$ cat src/design/clkgen_regs.svh
// register offsets, field positions, reset values and timing counts of the clock generator
`ifndef CLKGEN_REGS_SVH
`define CLKGEN_REGS_SVH

// register byte offsets
`define PLL_CTRL_OFFSET 12'h000
`define DIV_CTRL_OFFSET 12'h004
`define STATUS_OFFSET 12'h008

// pll control fields
`define PLL_MF_LSB 0
`define PLL_MF_MSB 11
`define PLL_EN_BIT 12

// divider control fields
`define DIV_LOW_LSB 0
`define DIV_HIGH_LSB 4
`define DIV_SRC_BIT 7
`define DIV_THR_LSB 8
`define DIV_RRQ_BIT 11
`define DIV_SYNC_LSB 12
`define DIV_AUTO_BIT 15
`define DIV_BRG_LSB 16
`define DIV_WP_BIT 31

// status fields
`define STAT_LOCK_BIT 0
`define STAT_NORMAL_BIT 1
`define STAT_HIGH_BIT 2
`define STAT_MODE_LSB 4
`define STAT_WP_BIT 8

// multiply field values (factor is field + 1)
`define MF_LOW_XTAL 12'h190
`define MF_SYS_IN 12'h001

// reset value of divider control: all divides by 1, normal clocking
`define DIV_CTRL_RESET 32'h0000_0000

// osc prescaler ratio, as a counter width (2**7 = 128)
`define PRESCALE_BITS 7

// lock times in reference clocks
`define LOCK_TYPICAL_CLOCKS 500
`define LOCK_WORST_CLOCKS 2500

// derived clock period at divide by 1, in pclk cycles; first phase length
`define BASE_PERIOD 4
`define KEEP_PHASE 2

`endif

$ cat src/design/clkgen_pkg.sv
// types shared by the clock generator
package clkgen_pkg;

    // strap decode of the clock mode pins
    typedef struct packed {
        logic pll_enable_bit;
        logic pll_prescale;
        logic timer_prescale;
        logic [11:0] multiply_factor;
    } strap_cfg_t;

    // derived clock levels leaving the block
    typedef struct packed {
        logic general_system_clock;
        logic baud_gen_clock;
        logic serial_sync_clock;
        logic integration_module_clock;
        logic timer_base_clock;
        logic clock_out_single;
        logic clock_out_double;
    } clocks_t;

    // lock tracking states
    typedef enum logic [1:0] {
        LOCK_WAIT,
        LOCK_ACQUIRE,
        LOCK_DONE
    } lock_state_t;

endpackage

$ cat src/design/pll_clock_generator_slowgo.sv
// pll clock generator with prescaler, low-power divider and slow-go select
`timescale 1ns/1ps
`include "clkgen_regs.svh"

module pll_clock_generator_slowgo #(
    parameter int LOCK_CLOCKS = `LOCK_TYPICAL_CLOCKS
) (
    input wire logic pclk,
    input wire logic presetn,
    input wire logic psel,
    input wire logic penable,
    input wire logic pwrite,
    input wire logic [11:0] paddr,
    input wire logic [31:0] pwdata,
    output logic [31:0] prdata,
    output logic pready,
    output logic pslverr,
    input wire logic osc_input_pin,
    input wire logic [1:0] clock_mode_pins,
    input wire logic [2:0] interrupt_level,
    input wire logic risc_busy,
    output clkgen_pkg::clocks_t clocks,
    output logic pll_locked
);

    // strap decode: returns pll enable, prescale choices and factor field
    function automatic clkgen_pkg::strap_cfg_t decode_mode(input logic [1:0] mode);
        clkgen_pkg::strap_cfg_t cfg;
        cfg = '0;
        case (mode)
            2'b00:
            begin
                cfg.multiply_factor = `MF_LOW_XTAL;
                cfg.pll_enable_bit = 1'b1;
            end
            2'b01:
            begin
                cfg.pll_enable_bit = 1'b1;
                cfg.timer_prescale = 1'b1;
                cfg.multiply_factor = `MF_SYS_IN;
            end
            2'b10:
            begin
                cfg.pll_enable_bit = 1'b1;
                cfg.pll_prescale = 1'b1;
                cfg.timer_prescale = 1'b1;
                cfg.multiply_factor = `MF_LOW_XTAL;
            end
            default:
            begin
                cfg.pll_enable_bit = 1'b1;
                cfg.multiply_factor = `MF_SYS_IN;
            end
        endcase
        return cfg;
    endfunction

    // period of a derived clock in pclk cycles for a divide select
    function automatic logic [9:0] period_of(input logic [2:0] sel);
        logic [9:0] p;
        p = 10'(`BASE_PERIOD) << sel;
        return p;
    endfunction

    // synchronisers for the pin inputs
    logic [1:0] osc_sync_ff;
    logic [1:0] mode_meta_ff;
    logic [1:0] mode_sync_ff;
    logic osc_prev_ff;

    // strap capture
    logic [1:0] strap_cnt_ff;
    logic [1:0] mode_ff;
    clkgen_pkg::strap_cfg_t cfg_ff;
    clkgen_pkg::strap_cfg_t strap_now;

    // registers
    logic [11:0] mf_ff;
    logic pll_en_ff;
    logic [31:0] div_ctrl_ff;
    logic wp_ff;

    // prescaler and reference tick
    logic [`PRESCALE_BITS-1:0] pre_cnt_ff;
    logic ref_tick;
    logic osc_rise;

    // lock tracking
    clkgen_pkg::lock_state_t lock_state_ff;
    logic [11:0] lock_cnt_ff;
    logic mf_write;

    // derived clock generators: 0 system, 1 baud, 2 sync
    logic [9:0] gen_cnt_ff [3];
    logic [2:0] gen_sel_ff [3];
    logic [2:0] nxt_sel [3];

    // slow-go select
    logic demand;
    logic normal_mode;
    logic high_rate;

    // apb
    logic acc_done;
    logic wr_pll;
    logic wr_div;
    logic mapped;

    // two flops ahead of every pin reader
    always_ff @(posedge pclk or negedge presetn)
    begin
        if (!presetn)
        begin
            osc_sync_ff <= 2'h0;
            mode_meta_ff <= 2'h3; // pins pull up
            mode_sync_ff <= 2'h3;
        end
        else
        begin
            osc_sync_ff <= {osc_sync_ff[0], osc_input_pin};
            mode_meta_ff <= clock_mode_pins;
            mode_sync_ff <= mode_meta_ff;
        end
    end

    // strap decode of the settled pins
    assign strap_now = decode_mode(mode_sync_ff);

    // strap caught once the synchroniser has settled after release, never again
    always_ff @(posedge pclk or negedge presetn)
    begin
        if (!presetn)
        begin
            strap_cnt_ff <= 2'h0;
            mode_ff <= 2'h3;
            cfg_ff <= '0;
        end
        else if (strap_cnt_ff != 2'h3)
        begin
            strap_cnt_ff <= strap_cnt_ff + 2'h1;
            if (strap_cnt_ff == 2'h2)
            begin
                mode_ff <= mode_sync_ff;
                cfg_ff <= strap_now;
            end
        end
    end

    // osc edge and the 128 prescaler
    assign osc_rise = osc_sync_ff[1] & ~osc_prev_ff;

    always_ff @(posedge pclk or negedge presetn)
    begin
        if (!presetn)
        begin
            osc_prev_ff <= 1'b0;
            pre_cnt_ff <= '0;
        end
        else
        begin
            osc_prev_ff <= osc_sync_ff[1];
            if (osc_rise)
                pre_cnt_ff <= pre_cnt_ff + {{(`PRESCALE_BITS-1){1'b0}}, 1'b1};
        end
    end

    // pll reference is the raw edge or one edge in 128
    assign ref_tick = osc_rise & (!cfg_ff.pll_prescale || pre_cnt_ff == '1);

    // apb handshake: one wait state, answer registered
    assign acc_done = psel & penable & pready;
    assign wr_pll = acc_done & pwrite & (paddr == `PLL_CTRL_OFFSET);
    assign wr_div = acc_done & pwrite & (paddr == `DIV_CTRL_OFFSET);
    assign mapped = (paddr == `PLL_CTRL_OFFSET) || (paddr == `DIV_CTRL_OFFSET)
        || (paddr == `STATUS_OFFSET);
    assign mf_write = wr_pll;

    always_ff @(posedge pclk or negedge presetn)
    begin
        if (!presetn)
        begin
            pready <= 1'b0;
            pslverr <= 1'b0;
            prdata <= 32'h0000_0000;
        end
        else
        begin
            pready <= psel & penable & ~pready;
            pslverr <= psel & penable & ~pready & ~mapped;
            if (psel & penable & ~pready & ~pwrite)
            begin
                case (paddr)
                    `PLL_CTRL_OFFSET:
                        prdata <= {19'h0, pll_en_ff, mf_ff};
                    `DIV_CTRL_OFFSET:
                        prdata <= div_ctrl_ff;
                    `STATUS_OFFSET:
                        prdata <= {23'h0, wp_ff, 2'h0, mode_ff, 1'b0, high_rate,
                            normal_mode, pll_locked};
                    default:
                        prdata <= 32'h0000_0000;
                endcase
            end
        end
    end

    // pll control register, loaded from the strap, then software
    always_ff @(posedge pclk or negedge presetn)
    begin
        if (!presetn)
        begin
            mf_ff <= 12'h000;
            pll_en_ff <= 1'b0;
        end
        else if (strap_cnt_ff == 2'h2)
        begin
            mf_ff <= strap_now.multiply_factor;
            pll_en_ff <= strap_now.pll_enable_bit;
        end
        else if (wr_pll)
        begin
            mf_ff <= pwdata[`PLL_MF_MSB:`PLL_MF_LSB];
            pll_en_ff <= pwdata[`PLL_EN_BIT];
        end
    end

    // divider control; the protect bit can only be set, and then blocks writes
    always_ff @(posedge pclk or negedge presetn)
    begin
        if (!presetn)
        begin
            div_ctrl_ff <= `DIV_CTRL_RESET;
            wp_ff <= 1'b0;
        end
        else if (wr_div && !wp_ff)
        begin
            div_ctrl_ff <= pwdata;
            wp_ff <= pwdata[`DIV_WP_BIT];
        end
    end

    // lock model: halts clocking until enough reference edges after start or retune
    always_ff @(posedge pclk or negedge presetn)
    begin
        if (!presetn)
        begin
            lock_state_ff <= clkgen_pkg::LOCK_WAIT;
            lock_cnt_ff <= 12'h000;
            pll_locked <= 1'b0;
        end
        else
        begin
            case (lock_state_ff)
                clkgen_pkg::LOCK_WAIT:
                begin
                    if (strap_cnt_ff == 2'h3)
                        lock_state_ff <= clkgen_pkg::LOCK_ACQUIRE;
                end
                clkgen_pkg::LOCK_ACQUIRE:
                begin
                    if (!pll_en_ff || lock_cnt_ff == 12'(LOCK_CLOCKS - 1) && ref_tick)
                    begin
                        lock_state_ff <= clkgen_pkg::LOCK_DONE;
                        pll_locked <= 1'b1;
                    end
                    else if (ref_tick)
                        lock_cnt_ff <= lock_cnt_ff + 12'h001;
                end
                clkgen_pkg::LOCK_DONE:
                begin
                    if (mf_write && pwdata[`PLL_EN_BIT])
                    begin
                        lock_state_ff <= clkgen_pkg::LOCK_ACQUIRE;
                        lock_cnt_ff <= 12'h000;
                        pll_locked <= 1'b0;
                    end
                end
                default:
                    lock_state_ff <= clkgen_pkg::LOCK_WAIT;
            endcase
        end
    end

    // slow-go: demand lifts the system clock off the low rate
    assign demand = (interrupt_level > div_ctrl_ff[`DIV_THR_LSB +: 3])
        || (div_ctrl_ff[`DIV_RRQ_BIT] && risc_busy);
    // auto bit clear: demand means full speed; set: demand means the high rate
    assign normal_mode = !div_ctrl_ff[`DIV_SRC_BIT]
        || (demand && !div_ctrl_ff[`DIV_AUTO_BIT]);
    assign high_rate = !normal_mode && demand;

    // select per generator, read at period end or while halted
    always_comb
    begin
        if (normal_mode)
            nxt_sel[0] = 3'h0;
        else if (high_rate)
            nxt_sel[0] = div_ctrl_ff[`DIV_HIGH_LSB +: 3];
        else
            nxt_sel[0] = div_ctrl_ff[`DIV_LOW_LSB +: 3];
        nxt_sel[1] = div_ctrl_ff[`DIV_BRG_LSB +: 3];
        nxt_sel[2] = div_ctrl_ff[`DIV_SYNC_LSB +: 3];
    end

    // divider counters run off the vco (pclk) and stop while unlocked
    // while locked a new ratio is only taken at wrap so no phase gets cut short by a ratio change
    always_ff @(posedge pclk or negedge presetn)
    begin
        if (!presetn)
        begin
            for (int i = 0; i < 3; i++)
            begin
                gen_cnt_ff[i] <= 10'h000;
                gen_sel_ff[i] <= 3'h0;
            end
        end
        else if (pll_locked)
        begin
            for (int i = 0; i < 3; i++)
            begin
                if (gen_cnt_ff[i] == period_of(gen_sel_ff[i]) - 10'h001)
                begin
                    gen_cnt_ff[i] <= 10'h000;
                    gen_sel_ff[i] <= nxt_sel[i];
                end
                else
                    gen_cnt_ff[i] <= gen_cnt_ff[i] + 10'h001;
            end
        end
        else
            for (int i = 0; i < 3; i++) // halted: restart at count zero, no short phase
            begin
                gen_cnt_ff[i] <= 10'h000;
                gen_sel_ff[i] <= nxt_sel[i];
            end
    end

    // clock levels: first phase fixed length, second phase stretched
    always_ff @(posedge pclk or negedge presetn)
    begin
        if (!presetn)
            clocks <= '0;
        else
        begin
            // timer base never stops for lock; it follows the osc, or the osc over 128 when the strap sets timer prescale
            clocks.timer_base_clock <= cfg_ff.timer_prescale ?
                pre_cnt_ff[`PRESCALE_BITS-1] : osc_sync_ff[1];
            if (pll_locked)
            begin
                // system is vco/4 at divide by one
                clocks.general_system_clock <= gen_cnt_ff[0] < 10'(`KEEP_PHASE);
                clocks.integration_module_clock <= gen_cnt_ff[0] < 10'(`KEEP_PHASE);
                clocks.clock_out_single <= gen_cnt_ff[0] < 10'(`KEEP_PHASE);
                clocks.clock_out_double <= ~gen_cnt_ff[0][0]
                    && gen_cnt_ff[0] < 10'(`BASE_PERIOD);
                clocks.baud_gen_clock <= gen_cnt_ff[1] < 10'(`KEEP_PHASE);
                clocks.serial_sync_clock <= gen_cnt_ff[2] < 10'(`KEEP_PHASE);
            end
            else
            begin
                // halted while acquiring lock
                clocks.general_system_clock <= 1'b0;
                clocks.integration_module_clock <= 1'b0;
                clocks.clock_out_single <= 1'b0;
                clocks.clock_out_double <= 1'b0;
                clocks.baud_gen_clock <= 1'b0;
                clocks.serial_sync_clock <= 1'b0;
            end
        end
    end

endmodule

$ cat config.mk
export PLATFORM = sky130hd
export DESIGN_NAME = pll_clock_generator_slowgo
export DESIGN_NICKNAME = d
export VERILOG_FILES = /design/src/design/clkgen_pkg.sv /design/src/design/pll_clock_generator_slowgo.sv
export VERILOG_INCLUDE_DIRS = /design/src /design/src/design
export SDC_FILE = /design/constraint.sdc
export NUM_CORES = 1
export LEC_CHECK = 0
export CAP_MARGIN = 20
export CORE_ASPECT_RATIO = 1.2
export CORE_MARGIN = 4
export CORE_UTILIZATION = 40
export DETAILED_ROUTE_END_ITERATION = 16
export DONT_BUFFER_PORTS = 1
export HOLD_SLACK_MARGIN = 0.15
export PLACE_DENSITY = 0.53
export SLEW_MARGIN = 15
export SYNTH_ARGS = -nofsm -noshare
export SYNTH_HDL_FRONTEND = slang
export SYNTH_SLANG_ARGS = --single-unit
$ cat constraint.sdc
create_clock -name pclk -period 2.6 [get_ports pclk]
set_input_delay 0.39 -clock pclk [delete_from_list [all_inputs] [get_ports pclk]]
set_output_delay 0.39 -clock pclk [all_outputs]
set_load 0.05 [all_outputs]
==> results of run 1 <==
[logic make-up after synthesis]
logic type	share of synthesized area [%]
AO/OA/AOI/OAI	10.3
XOR/XNOR	4.45
adder cells (fa/ha/maj)	2.58
buffers and inverters	3.14
flip-flops	54.4
multiplexers	11.0
AND/OR/NAND/NOR	14.2
[worst reg2reg max path, stage by stage, from the launching register on]
cell and delay [ns]:
dfrtp_1 0.39, ha_1 0.18, nand3b_1 0.14, nor3_1 0.19, o21ai_0 0.14, or3b_1 0.56, or4_1 0.53, a21oi_1 0.16
[metrics by stage]
step	instances	worst slack, ns	cell area (um^2)	power [mW]	util (%)
after floorplan	662	0.336	7280	3.15	-
after global placement	864	0.170	7560	3.27	42.7
after detailed placement	864	0.0953	7560	3.30	42.7
after CTS	934	0.224	8550	5.94	48.3
after global routing	934	0.0552	8550	6.14	48.3
final	934	0.238	8550	5.87	48.3
[final cells by class]
type,count,area share [%]
timing repair buffer,57,6.11
clock inverter,14,2.05
inverter,21,0.922
sequential,158,46.3
clock buffer,18,5.13
multi-input combinational,446,36.2
tap,220,3.22
[cells in the final DEF (no fill, tap or decap), types with 18 or more instances in the layout]
master	synthesis	routed
inv_1	21	21
a22o_1	20	20
xnor2_1	18	18
buf_4	2	19
nor2_1	70	70
dfrtp_1	152	152
dlygate4sd3_1	0	38
mux2i_1	28	28
nand2_1	47	47
a21oi_1	21	21
o21ai_0	28	28
mux2_2	46	46
xor2_1	19	19
nand3_1	31	31
[routing by layer]
| layer | wire, um | vias up | track usage [%] |
|---|---|---|---|
| met1 | 7120 | 2577 | 20.3 |
| met3 | 554 | 20 | 4.48 |
| li1 | - | 2418 | - |
| met2 | 8660 | 83 | 30.4 |
| met4 | 296 | 0 | 6.05 |
| met5 | 0 | - | 0 |
[cell usage after synthesis (all sizes together), types with 2 or more instances]
master	instances
nor2b	5
nor4	10
and4b	2
nand2b	2
o21ai	28
inv	21
dfrtp	152
xor2	19
o31ai	14
nor4b	4
a21oi	21
clkbuf	29
o22a	3
nor2	71
ha	15
mux2	46
or4	3
and4	2
a22o	20
o2111ai	2
nand4	7
a41oi	3
xnor2	18
nor3b	5
and3	7
o211ai	4
nor3	7
buf	8
dfstp	6
nand2	47
a21boi	2
o41ai	2
nand3	31
mux2i	28
or3	5
[registers in the layout, summed over array words and instances (netlist names)]
signal         flops
mode_meta_ff       2
pready             1
strap_cnt_ff       2
lock_state_ff      2
mf_ff             12
mode_sync_ff       2
osc_sync_ff        2
gen_cnt_ff        30
mode_ff            2
pslverr            1
pre_cnt_ff         7
osc_prev_ff        1
lock_cnt_ff       12
pll_en_ff          1
clocks             5
cfg_ff             2
div_ctrl_ff       32
prdata            32
pll_locked         1
gen_sel_ff         9
[power by group through the flow]
stage | clock network (mW) | registers, mW | logic [mW]
final | 2.56 | 2.69 | 0.613
after global routing | 2.76 | 2.70 | 0.683
after CTS | 2.64 | 2.69 | 0.616
after detailed placement | 0 | 2.73 | 0.563
after global placement | 0 | 2.73 | 0.543
after floorplan | 0 | 2.71 | 0.440
[final timing paths]
path | cells past startpoint | slack [ns] | endpoint
setup / recovery | 7 | 0.24 | lock_cnt_ff[6]
hold / removal | 0 | -0.34 | prdata[8]
setup reg to reg | 7 | 0.24 | lock_cnt_ff[6]
hold reg to reg | 0 | 0.35 | osc_sync_ff[1]
max in group asynchronous | 0 | 2.74 | mode_sync_ff[0]
min in group pclk | 2 | 0.17 | pready
==> metrics.yaml, run 1 <==
synth.largest_area_cell: "dfrtp_1"
worstPathMaxFanout: 12
finalHoldViolCount: 158
die_y_um: 156
synth-edff-count: 0
p_switching_mw: 1.55
slew_violations: 0
min_path_type: "in2async"
vdd_drop_max_uv: 450
crit_required_ns: 2.95
synth_area_um2: 7280
crit_chain: "ha_1 -> nand3b_1 -> nor3_1 -> o21ai_0 -> or3b_1 -> or4_1 -> a21oi_1"
setup_tns_ns: 0
worstSetupStartpoint: "pre_cnt_ff[0]"
grt_max_degree: 159
cts_buffers: 17
setup_viol: 0
power_frac_comb_pct: 10.5
ctsRootBufferMaster: "clkbuf_16"
die-area_um2: 20400
power_density_nw_per_um2: 686
clk_latency_ns: 0.43
dr.pass1.iters: 4
finalCritPeriodShare_pct: 90.8
antenna_found_initial: 0
cts_tree: "done"
p_seq_share_pct: 45.9
multi_input_area_um2: 3100
fin_crit_ns: 2.36
crit_family: "simple AND/OR/NAND/NOR gates"
via_per_inst: 5.46
drtIter0Drc: 270
hold_slack_ns: -0.337
post-dp-hpwl_um: 11600
hold_buffers: 38
end_kind: "flop"
post_cts_buffers: 0
ant_nets: 0
grt.total_usage_pct: 17.1
grt-ovfl-total: 0
yosys_warnings: 0
grt_pass1_wl_um: 28300
cts.repair.resized: 0
fill_cells: 1597
critPathBufInv: 0
crit_type: "reg2reg"
postSynthAreaPerCell_um2: 11.0
violations: "negative hold slack"
n_antenna_cell: 0
ys_top_cells_by_area: "dfrtp_1 52%, mux2_2 7.1%, mux2i_1 3.8%"
clock_skew_ns: 0.0152
timing.slew.headroom_pct: 54.7
worst_slew_pin_slew_ns: 0.674
coreArea_um2: 17700
p_int_mw: 4.32
rsz0062_at_grt: "no"
vias: 5098
core.rowCount: 53
die_w_um: 131
cts.htree.levels: 4
io_buffers: 0
crit_arrival_ns: 2.71
cpPeakStageDelay_ns: 0.56
start_util_pct: 41.1
startpoint_type: "flop"
synthArstFlopShare_pct: 100
synth_top_area_share_pct: 52.2
final_nets: 772
post_drt_wl_per_cell_um: 17.8
area_growth_pct: 17.4
ys.flop_type: "dfrtp_1"
clk_pin_slew_ns: 0.07
ys_types: 55
max_freq_ghz: 0.423
synth-seq-cells: 158
p_leak_nw: 3.90
synthCells: 662
ys_seq_area_share_pct: 54.4
drive_gt1_share_pct: 15.4
route.detailed.drc: 0
regArea_um2: 3960
io-pin-count: 98
slowest_stage: "or3b_1"
p_sw_share_pct: 26.3
status: "finished with violations"
cts.path.max_buffers: 2
clock-sinks: 158
r2r-start: "pre_cnt_ff[0]"
drv_cap: 0
routed_wl_um: 16600
synth_fp_nets: 733
clkPwrFrac_pct: 43.7
globalplace.congestion: 0.838
first_global_vias: 5388
No activity file was read; power rests on OpenSTA's default activity.
==> run 2, diff against run 1 <==
--- a/config.mk
+++ b/config.mk
@@ -6,14 +6,15 @@
 export SDC_FILE = /design/constraint.sdc
 export NUM_CORES = 1
 export LEC_CHECK = 0
+export ABC_CLOCK_PERIOD_IN_PS = 2600
 export CAP_MARGIN = 20
 export CORE_ASPECT_RATIO = 1.2
 export CORE_MARGIN = 4
-export CORE_UTILIZATION = 40
+export CORE_UTILIZATION = 56
 export DETAILED_ROUTE_END_ITERATION = 16
 export DONT_BUFFER_PORTS = 1
 export HOLD_SLACK_MARGIN = 0.15
-export PLACE_DENSITY = 0.53
+export PLACE_DENSITY = 0.7
 export SLEW_MARGIN = 15
 export SYNTH_ARGS = -nofsm -noshare
 export SYNTH_HDL_FRONTEND = slang
==> constraint.sdc (replaced) <==
create_clock -name pclk -period 2.6 [get_ports pclk]
set_input_delay 0.39 -clock pclk [delete_from_list [all_inputs] [get_ports pclk]]
set_output_delay 0.39 -clock pclk [all_outputs]
set_load 0.1 [all_outputs]
==> run 2 against run 1 <==
Net effect: sequential cell count is the same; largest cell class unchanged; final cell count shrank 6.2%; non-clock buffer count shrank 2; the run still ends with negative hold slack left.
==> metrics.yaml, run 2 (synthesis results as in run 1) <==
status: "finished with violations"
violations: "negative hold slack"
crit_arrival_ns: 2.72  # about the same
clkPwrFrac_pct: 41.7  # -2.0 points
timing.slew.headroom_pct: 35.9  # -19 points
core.rowCount: 45  # -15%
antenna_found_initial: 0  # unchanged
cts.repair.resized: 0  # unchanged
dr.pass1.iters: 5  # +1
die-area_um2: 14900  # -27%
r2r-start: "pre_cnt_ff[0]"
cts_buffers: 17  # unchanged
grt-ovfl-total: 0  # unchanged
ff2ff_setup_slack_ns: 0.21  # -0.03 ns
p_leak_nw: 3.89  # -0.38%
grt_max_degree: 159  # unchanged
min_path_type: "in2async"
ctsRootBufferMaster: "clkbuf_16"
regArea_um2: 3960  # about the same
post_drt_wl_per_cell_um: 18.0  # +0.99%
rsz0062_at_grt: "no"
power_frac_comb_pct: 10.8  # +0.3 points
power_density_nw_per_um2: 675  # -1.6%
die_w_um: 112  # -15%
coreArea_um2: 12700  # -28%
p_switching_mw: 1.49  # -3.6%
clk_latency_ns: 0.42  # about the same
rr_worst_depth: 8  # +1
startpoint_type: "flop"
io_buffers: 0  # unchanged
vias: 5107  # +0.18%
crit_type: "reg2reg"
p_int_mw: 4.20  # -2.8%
layout_setup_ws_ns: 0.211  # -0.0276 ns
worstSetupStartpoint: "pre_cnt_ff[0]"
route.detailed.drc: 0  # unchanged
n_antenna_cell: 0  # unchanged
final_nets: 770  # -0.26%
clock_skew_ns: 0.00872  # -0.00645 ns
via_per_inst: 5.83  # +6.8%
slew_violations: 0  # unchanged
fill_cells: 991  # -38%
area_growth_pct: 15.8
vdd_drop_max_uv: 444  # -1.4%
hold_slack_ns: -0.329  # +0.00728 ns
io-pin-count: 98  # unchanged
layout_commonest_cell: "dfrtp_1"
first_global_vias: 5263  # -2.3%
setup_tns_ns: 0  # unchanged
die_y_um: 133  # -15%
start_util_pct: 57.2  # +16 points
worstPathMaxFanout: 11  # -1
largestRegisters: "div_ctrl_ff x32, prdata x32, gen_cnt_ff x30"
final_cell_mix: "151 x dfrtp_1, 70 x nor2_1, 47 x nand2_1"
finalCritPeriodShare_pct: 91.9  # +1.1 points
cts.htree.levels: 4  # unchanged
cts_tree: "done"
globalplace.congestion: 0.850  # +1.4%
ant_nets: 0  # unchanged
setup_viol: 0  # unchanged
grt.total_usage_pct: 22.0  # +4.8 points
drtIter0Drc: 266  # -1.5%
cts.path.max_buffers: 2  # unchanged
clock-sinks: 158  # unchanged
end_kind: "flop"
finalHoldViolCount: 158  # unchanged
p_sw_share_pct: 26.2  # -0.17 points
p_seq_share_pct: 47.5  # +1.6 points
worst_slew_pin_slew_ns: 0.962  # +0.288 ns
hold_buffers: 37  # -2.6%
multi_input_area_um2: 3100  # unchanged
drv_cap: 0  # unchanged
post-dp-hpwl_um: 10600  # -8.0%
post_cts_buffers: 0  # unchanged
drive_gt1_share_pct: 15.4  # +0.043 points
rr_endpoint: "lock_cnt_ff[5]"
max_freq_ghz: 0.419  # -1.2%
crit_required_ns: 2.93  # -0.02 ns
routed_wl_um: 15800  # -5.3%
clk_pin_slew_ns: 0.06  # about the same
dp_slack_ns: 0.102  # +0.00692 ns
grt_pass1_wl_um: 26400  # -6.9%
fin_crit_ns: 2.39  # +0.0276 ns
## run 2: final cells by class
type / instances / area share [%]
inverters: 21 / 0.934
clock inverters: 14 / 1.56
clock buffers: 18 / 5.21
repair buffers: 55 / 6.14
well taps: 164 / 2.43
multi-input cells: 446 / 36.8
flip-flops and latches: 158 / 47.0
## run 2: layer usage
metal	up-vias	share of wire [%]	wire, um	global-route usage (%)
met5	-	0	0	0
met4	0	1.8	279	7.28
met3	23	5.5	871	6.45
met2	128	50	7840	36.3
met1	2540	43	6770	27.8
li1	2416	-	-	-
## run 2: stage by stage
stage | cells | area, um^2 | hold WS (ns) | total power, mW | utilization [%]
6_report | 876 | 8440 | -0.329 | 5.69 | 66.3
5_1_grt | 876 | 8440 | -0.357 | 5.94 | 66.3
4_1_cts | 876 | 8440 | -0.351 | 5.74 | 66.3
3_5_place_dp | 807 | 7490 | 0.0995 | 3.31 | 58.9
3_3_place_gp | 807 | 7490 | 0.100 | 3.28 | 58.9
2_1_floorplan | 662 | 7280 | 0.0944 | 3.16 | -
## run 2: how the worst max path moves through the flow
stage | endpoint | slack (ns)
floorplan | lock_cnt_ff[6] | 0.004
global placement | lock_cnt_ff[5] | 0.14
detailed placement | lock_cnt_ff[5] | 0.10
CTS | lock_cnt_ff[5] | 0.20
global route | lock_cnt_ff[5] | 0.05
finish | lock_cnt_ff[5] | 0.21
## run 2: worst max-delay path, cell delays in order, from the launching register on
cell and delay (ns):
dfrtp_1 0.38, ha_1 0.18, nand3b_1 0.13, nor3_1 0.20, o21ai_0 0.14, or3b_1 0.54
buf_4 0.23, or3_1 0.34, a21oi_1 0.17
## run 2: power groups by stage
stage	logic (mW)	clock network [mW]	registers, mW
3_3_place_gp	0.539	0	2.74
5_1_grt	0.681	2.54	2.72
4_1_cts	0.616	2.42	2.70
6_report	0.616	2.37	2.70
2_1_floorplan	0.440	0	2.72
3_5_place_dp	0.565	0	2.75
==> run 3, diff against run 2 <==
==> constraint.sdc (replaced) <==
create_clock -name pclk -period 2.6 [get_ports pclk]
set_input_delay 0.52 -clock pclk [delete_from_list [all_inputs] [get_ports pclk]]
set_output_delay 0.52 -clock pclk [all_outputs]
set_load 0.1 [all_outputs]
==> run 3 against run 2 <==
Net effect: the flow still finishes with violations (negative hold slack); register-to-register slack worse by 0.02 ns; hold slack better by 0.12 ns; combinational power is 3.9% lower; setup slack worse by 0.019 ns; maximum frequency is 0.79% lower; final cell count is 3.0% lower; non-clock buffer count is 27 lower; first-iteration DRC count is 19% higher; sequential power hardly changed; core utilization is 1.9 points lower; die area stayed put; critical path type unchanged.
==> metrics.yaml, run 3 (synthesis results as in run 1) <==
power_density_nw_per_um2: 711  # +5.3%
startpoint_type: "flop"
multi_input_area_um2: 3100  # unchanged
drv_cap: 0  # unchanged
setup_tns_ns: 0  # unchanged
grt.total_usage_pct: 21.0  # -0.96 points
die_w_um: 112  # unchanged
die-area_um2: 14900  # unchanged
clk_pin_slew_ns: 0.06  # about the same
regArea_um2: 3960  # unchanged
rr_endpoint: "lock_cnt_ff[5]"
largestRegisters: "div_ctrl_ff x32, prdata x32, gen_cnt_ff x30"
hold_slack_ns: -0.207  # +0.122 ns
die_y_um: 133  # unchanged
cpPeakStageDelay_ns: 0.52  # -0.02 ns
io_buffers: 0  # unchanged
fin_crit_ns: 2.41  # +0.0191 ns
first_global_vias: 5140  # -2.3%
vias: 5016  # -1.8%
final_cell_mix: "151 x dfrtp_1, 70 x nor2_1, 47 x nand2_1"
cts.htree.levels: 4  # unchanged
worstSetupStartpoint: "pre_cnt_ff[0]"
cts_tree: "done"
rsz0062_at_grt: "no"
power.total_mw: 5.82  # +2.3%
grt_max_degree: 159  # unchanged
ant_nets: 0  # unchanged
grt_pass1_wl_um: 25400  # -3.5%
layout_commonest_cell: "dfrtp_1"
antenna_found_initial: 0  # unchanged
r2r-start: "pre_cnt_ff[0]"
route.detailed.drc: 0  # unchanged
ff2ff_setup_slack_ns: 0.19  # -0.02 ns
via_per_inst: 5.90  # +1.2%
rr_worst_depth: 8  # unchanged
grt-ovfl-total: 0  # unchanged
post_drt_wl_per_cell_um: 17.9  # -0.61%
worst_slew_pin_slew_ns: 0.969  # +0.00681 ns
cts.repair.resized: 0  # unchanged
crit_arrival_ns: 2.75  # +0.03 ns
cts.path.max_buffers: 2  # unchanged
start_util_pct: 57.2  # unchanged
fill_cells: 1025  # +3.4%
hold_buffers: 3  # -92%
dr.pass1.iters: 4  # -1
crit_chain: "ha_1 -> nand3b_1 -> nor3_1 -> o21ai_0 -> or3b_1 -> buf_4 -> or3_1 -> a21oi_1"
status: "finished with violations"
drtIter0Drc: 317  # +19%
worstPathMaxFanout: 9  # -2
globalplace.congestion: 0.866  # +1.9%
end_kind: "flop"
cts_buffers: 17  # unchanged
clock_skew_ns: 0.00847  # -0.000256 ns
clock-sinks: 158  # unchanged
slowest_stage: "or3b_1"
timing.slew.headroom_pct: 35.4  # -0.45 points
cp-endpoint: "lock_cnt_ff[5]"
slew_violations: 0  # unchanged
clk_latency_ns: 0.42  # about the same
crit_type: "reg2reg"
final_nets: 743  # -3.5%
p_leak_nw: 3.80  # -2.2%
routed_wl_um: 15200  # -3.6%
ctsRootBufferMaster: "clkbuf_16"
vdd_drop_max_uv: 486  # +9.4%
io-pin-count: 98  # unchanged
violations: "negative hold slack"
core.rowCount: 45  # unchanged
min_path_type: "in2async"
area_growth_pct: 12.5
crit_required_ns: 2.94  # about the same
drive_gt1_share_pct: 17.1  # +1.6 points
coreArea_um2: 12700  # unchanged
finalHoldViolCount: 152  # -3.8%
finish.utilization_pct: 64.4  # -1.9 points
post_cts_buffers: 0  # unchanged
post-dp-hpwl_um: 10600  # -0.36%
max_freq_ghz: 0.415  # -0.79%
setup_viol: 0  # unchanged
finalCritPeriodShare_pct: 92.6  # +0.73 points
[run 3: worst min-delay path by stage]
| stage | depth (start not counted) | startpoint | end |
|---|---|---|---|
| global placement | 0 | presetn | gen_cnt_ff[5] |
| global route | 0 | presetn | cfg_ff[12] |
| finish | 0 | presetn | gen_cnt_ff[5] |
| detailed placement | 0 | presetn | gen_cnt_ff[5] |
| floorplan | 0 | presetn | cfg_ff[12] |
| CTS | 0 | presetn | div_ctrl_ff[11] |
[run 3: cell type report]
| class | instances | area share, % |
|---|---|---|
| Inverter | 21 | 0.962 |
| Timing Repair Buffer | 28 | 2.81 |
| Tap cell | 164 | 2.51 |
| Antenna cell | 1 | 0.0306 |
| Multi-Input combinational cell | 446 | 37.9 |
| Clock buffer | 18 | 5.36 |
| Clock inverter | 14 | 2.09 |
| Sequential cell | 158 | 48.4 |
[run 3: per-layer routing]
| metal | share of wire, % | track usage [%] | up-vias |
|---|---|---|---|
| li1 | - | - | 2370 |
| met1 | 43 | 26.6 | 2496 |
| met2 | 48 | 33.3 | 125 |
| met3 | 6.7 | 7.04 | 25 |
| met4 | 2.3 | 8.35 | 0 |
| met5 | 0 | 0 | - |
[run 3: metrics by stage]
| step | cell area (um^2) | cells | worst slack, ns |
|---|---|---|---|
| 6_report | 8190 | 850 | 0.192 |
| 5_1_grt | 8190 | 849 | 0.0610 |
| 4_1_cts | 8190 | 849 | 0.162 |
| 3_5_place_dp | 7550 | 814 | 0.0448 |
| 3_3_place_gp | 7550 | 814 | 0.108 |
| 2_1_floorplan | 7280 | 662 | 0.00421 |
[run 3: report_power, final]
group / switching, mW / total [mW] / internal (mW)
Clock: 1.06 / 2.54 / 1.48
Sequential: 0.122 / 2.69 / 2.57
Combinational: 0.333 / 0.592 / 0.259
Total: 1.51 / 5.82 / 4.31
[run 3: critical path, delay by kind of cell, from the launching register on]
| kind | cells | cell delay, ns |
|---|---|---|
| simple gates | 4 | 1.25 |
| flops | 1 | 0.39 |
| compound gates | 2 | 0.30 |
| buf+inv | 1 | 0.21 |
| fa+ha+maj | 1 | 0.18 |
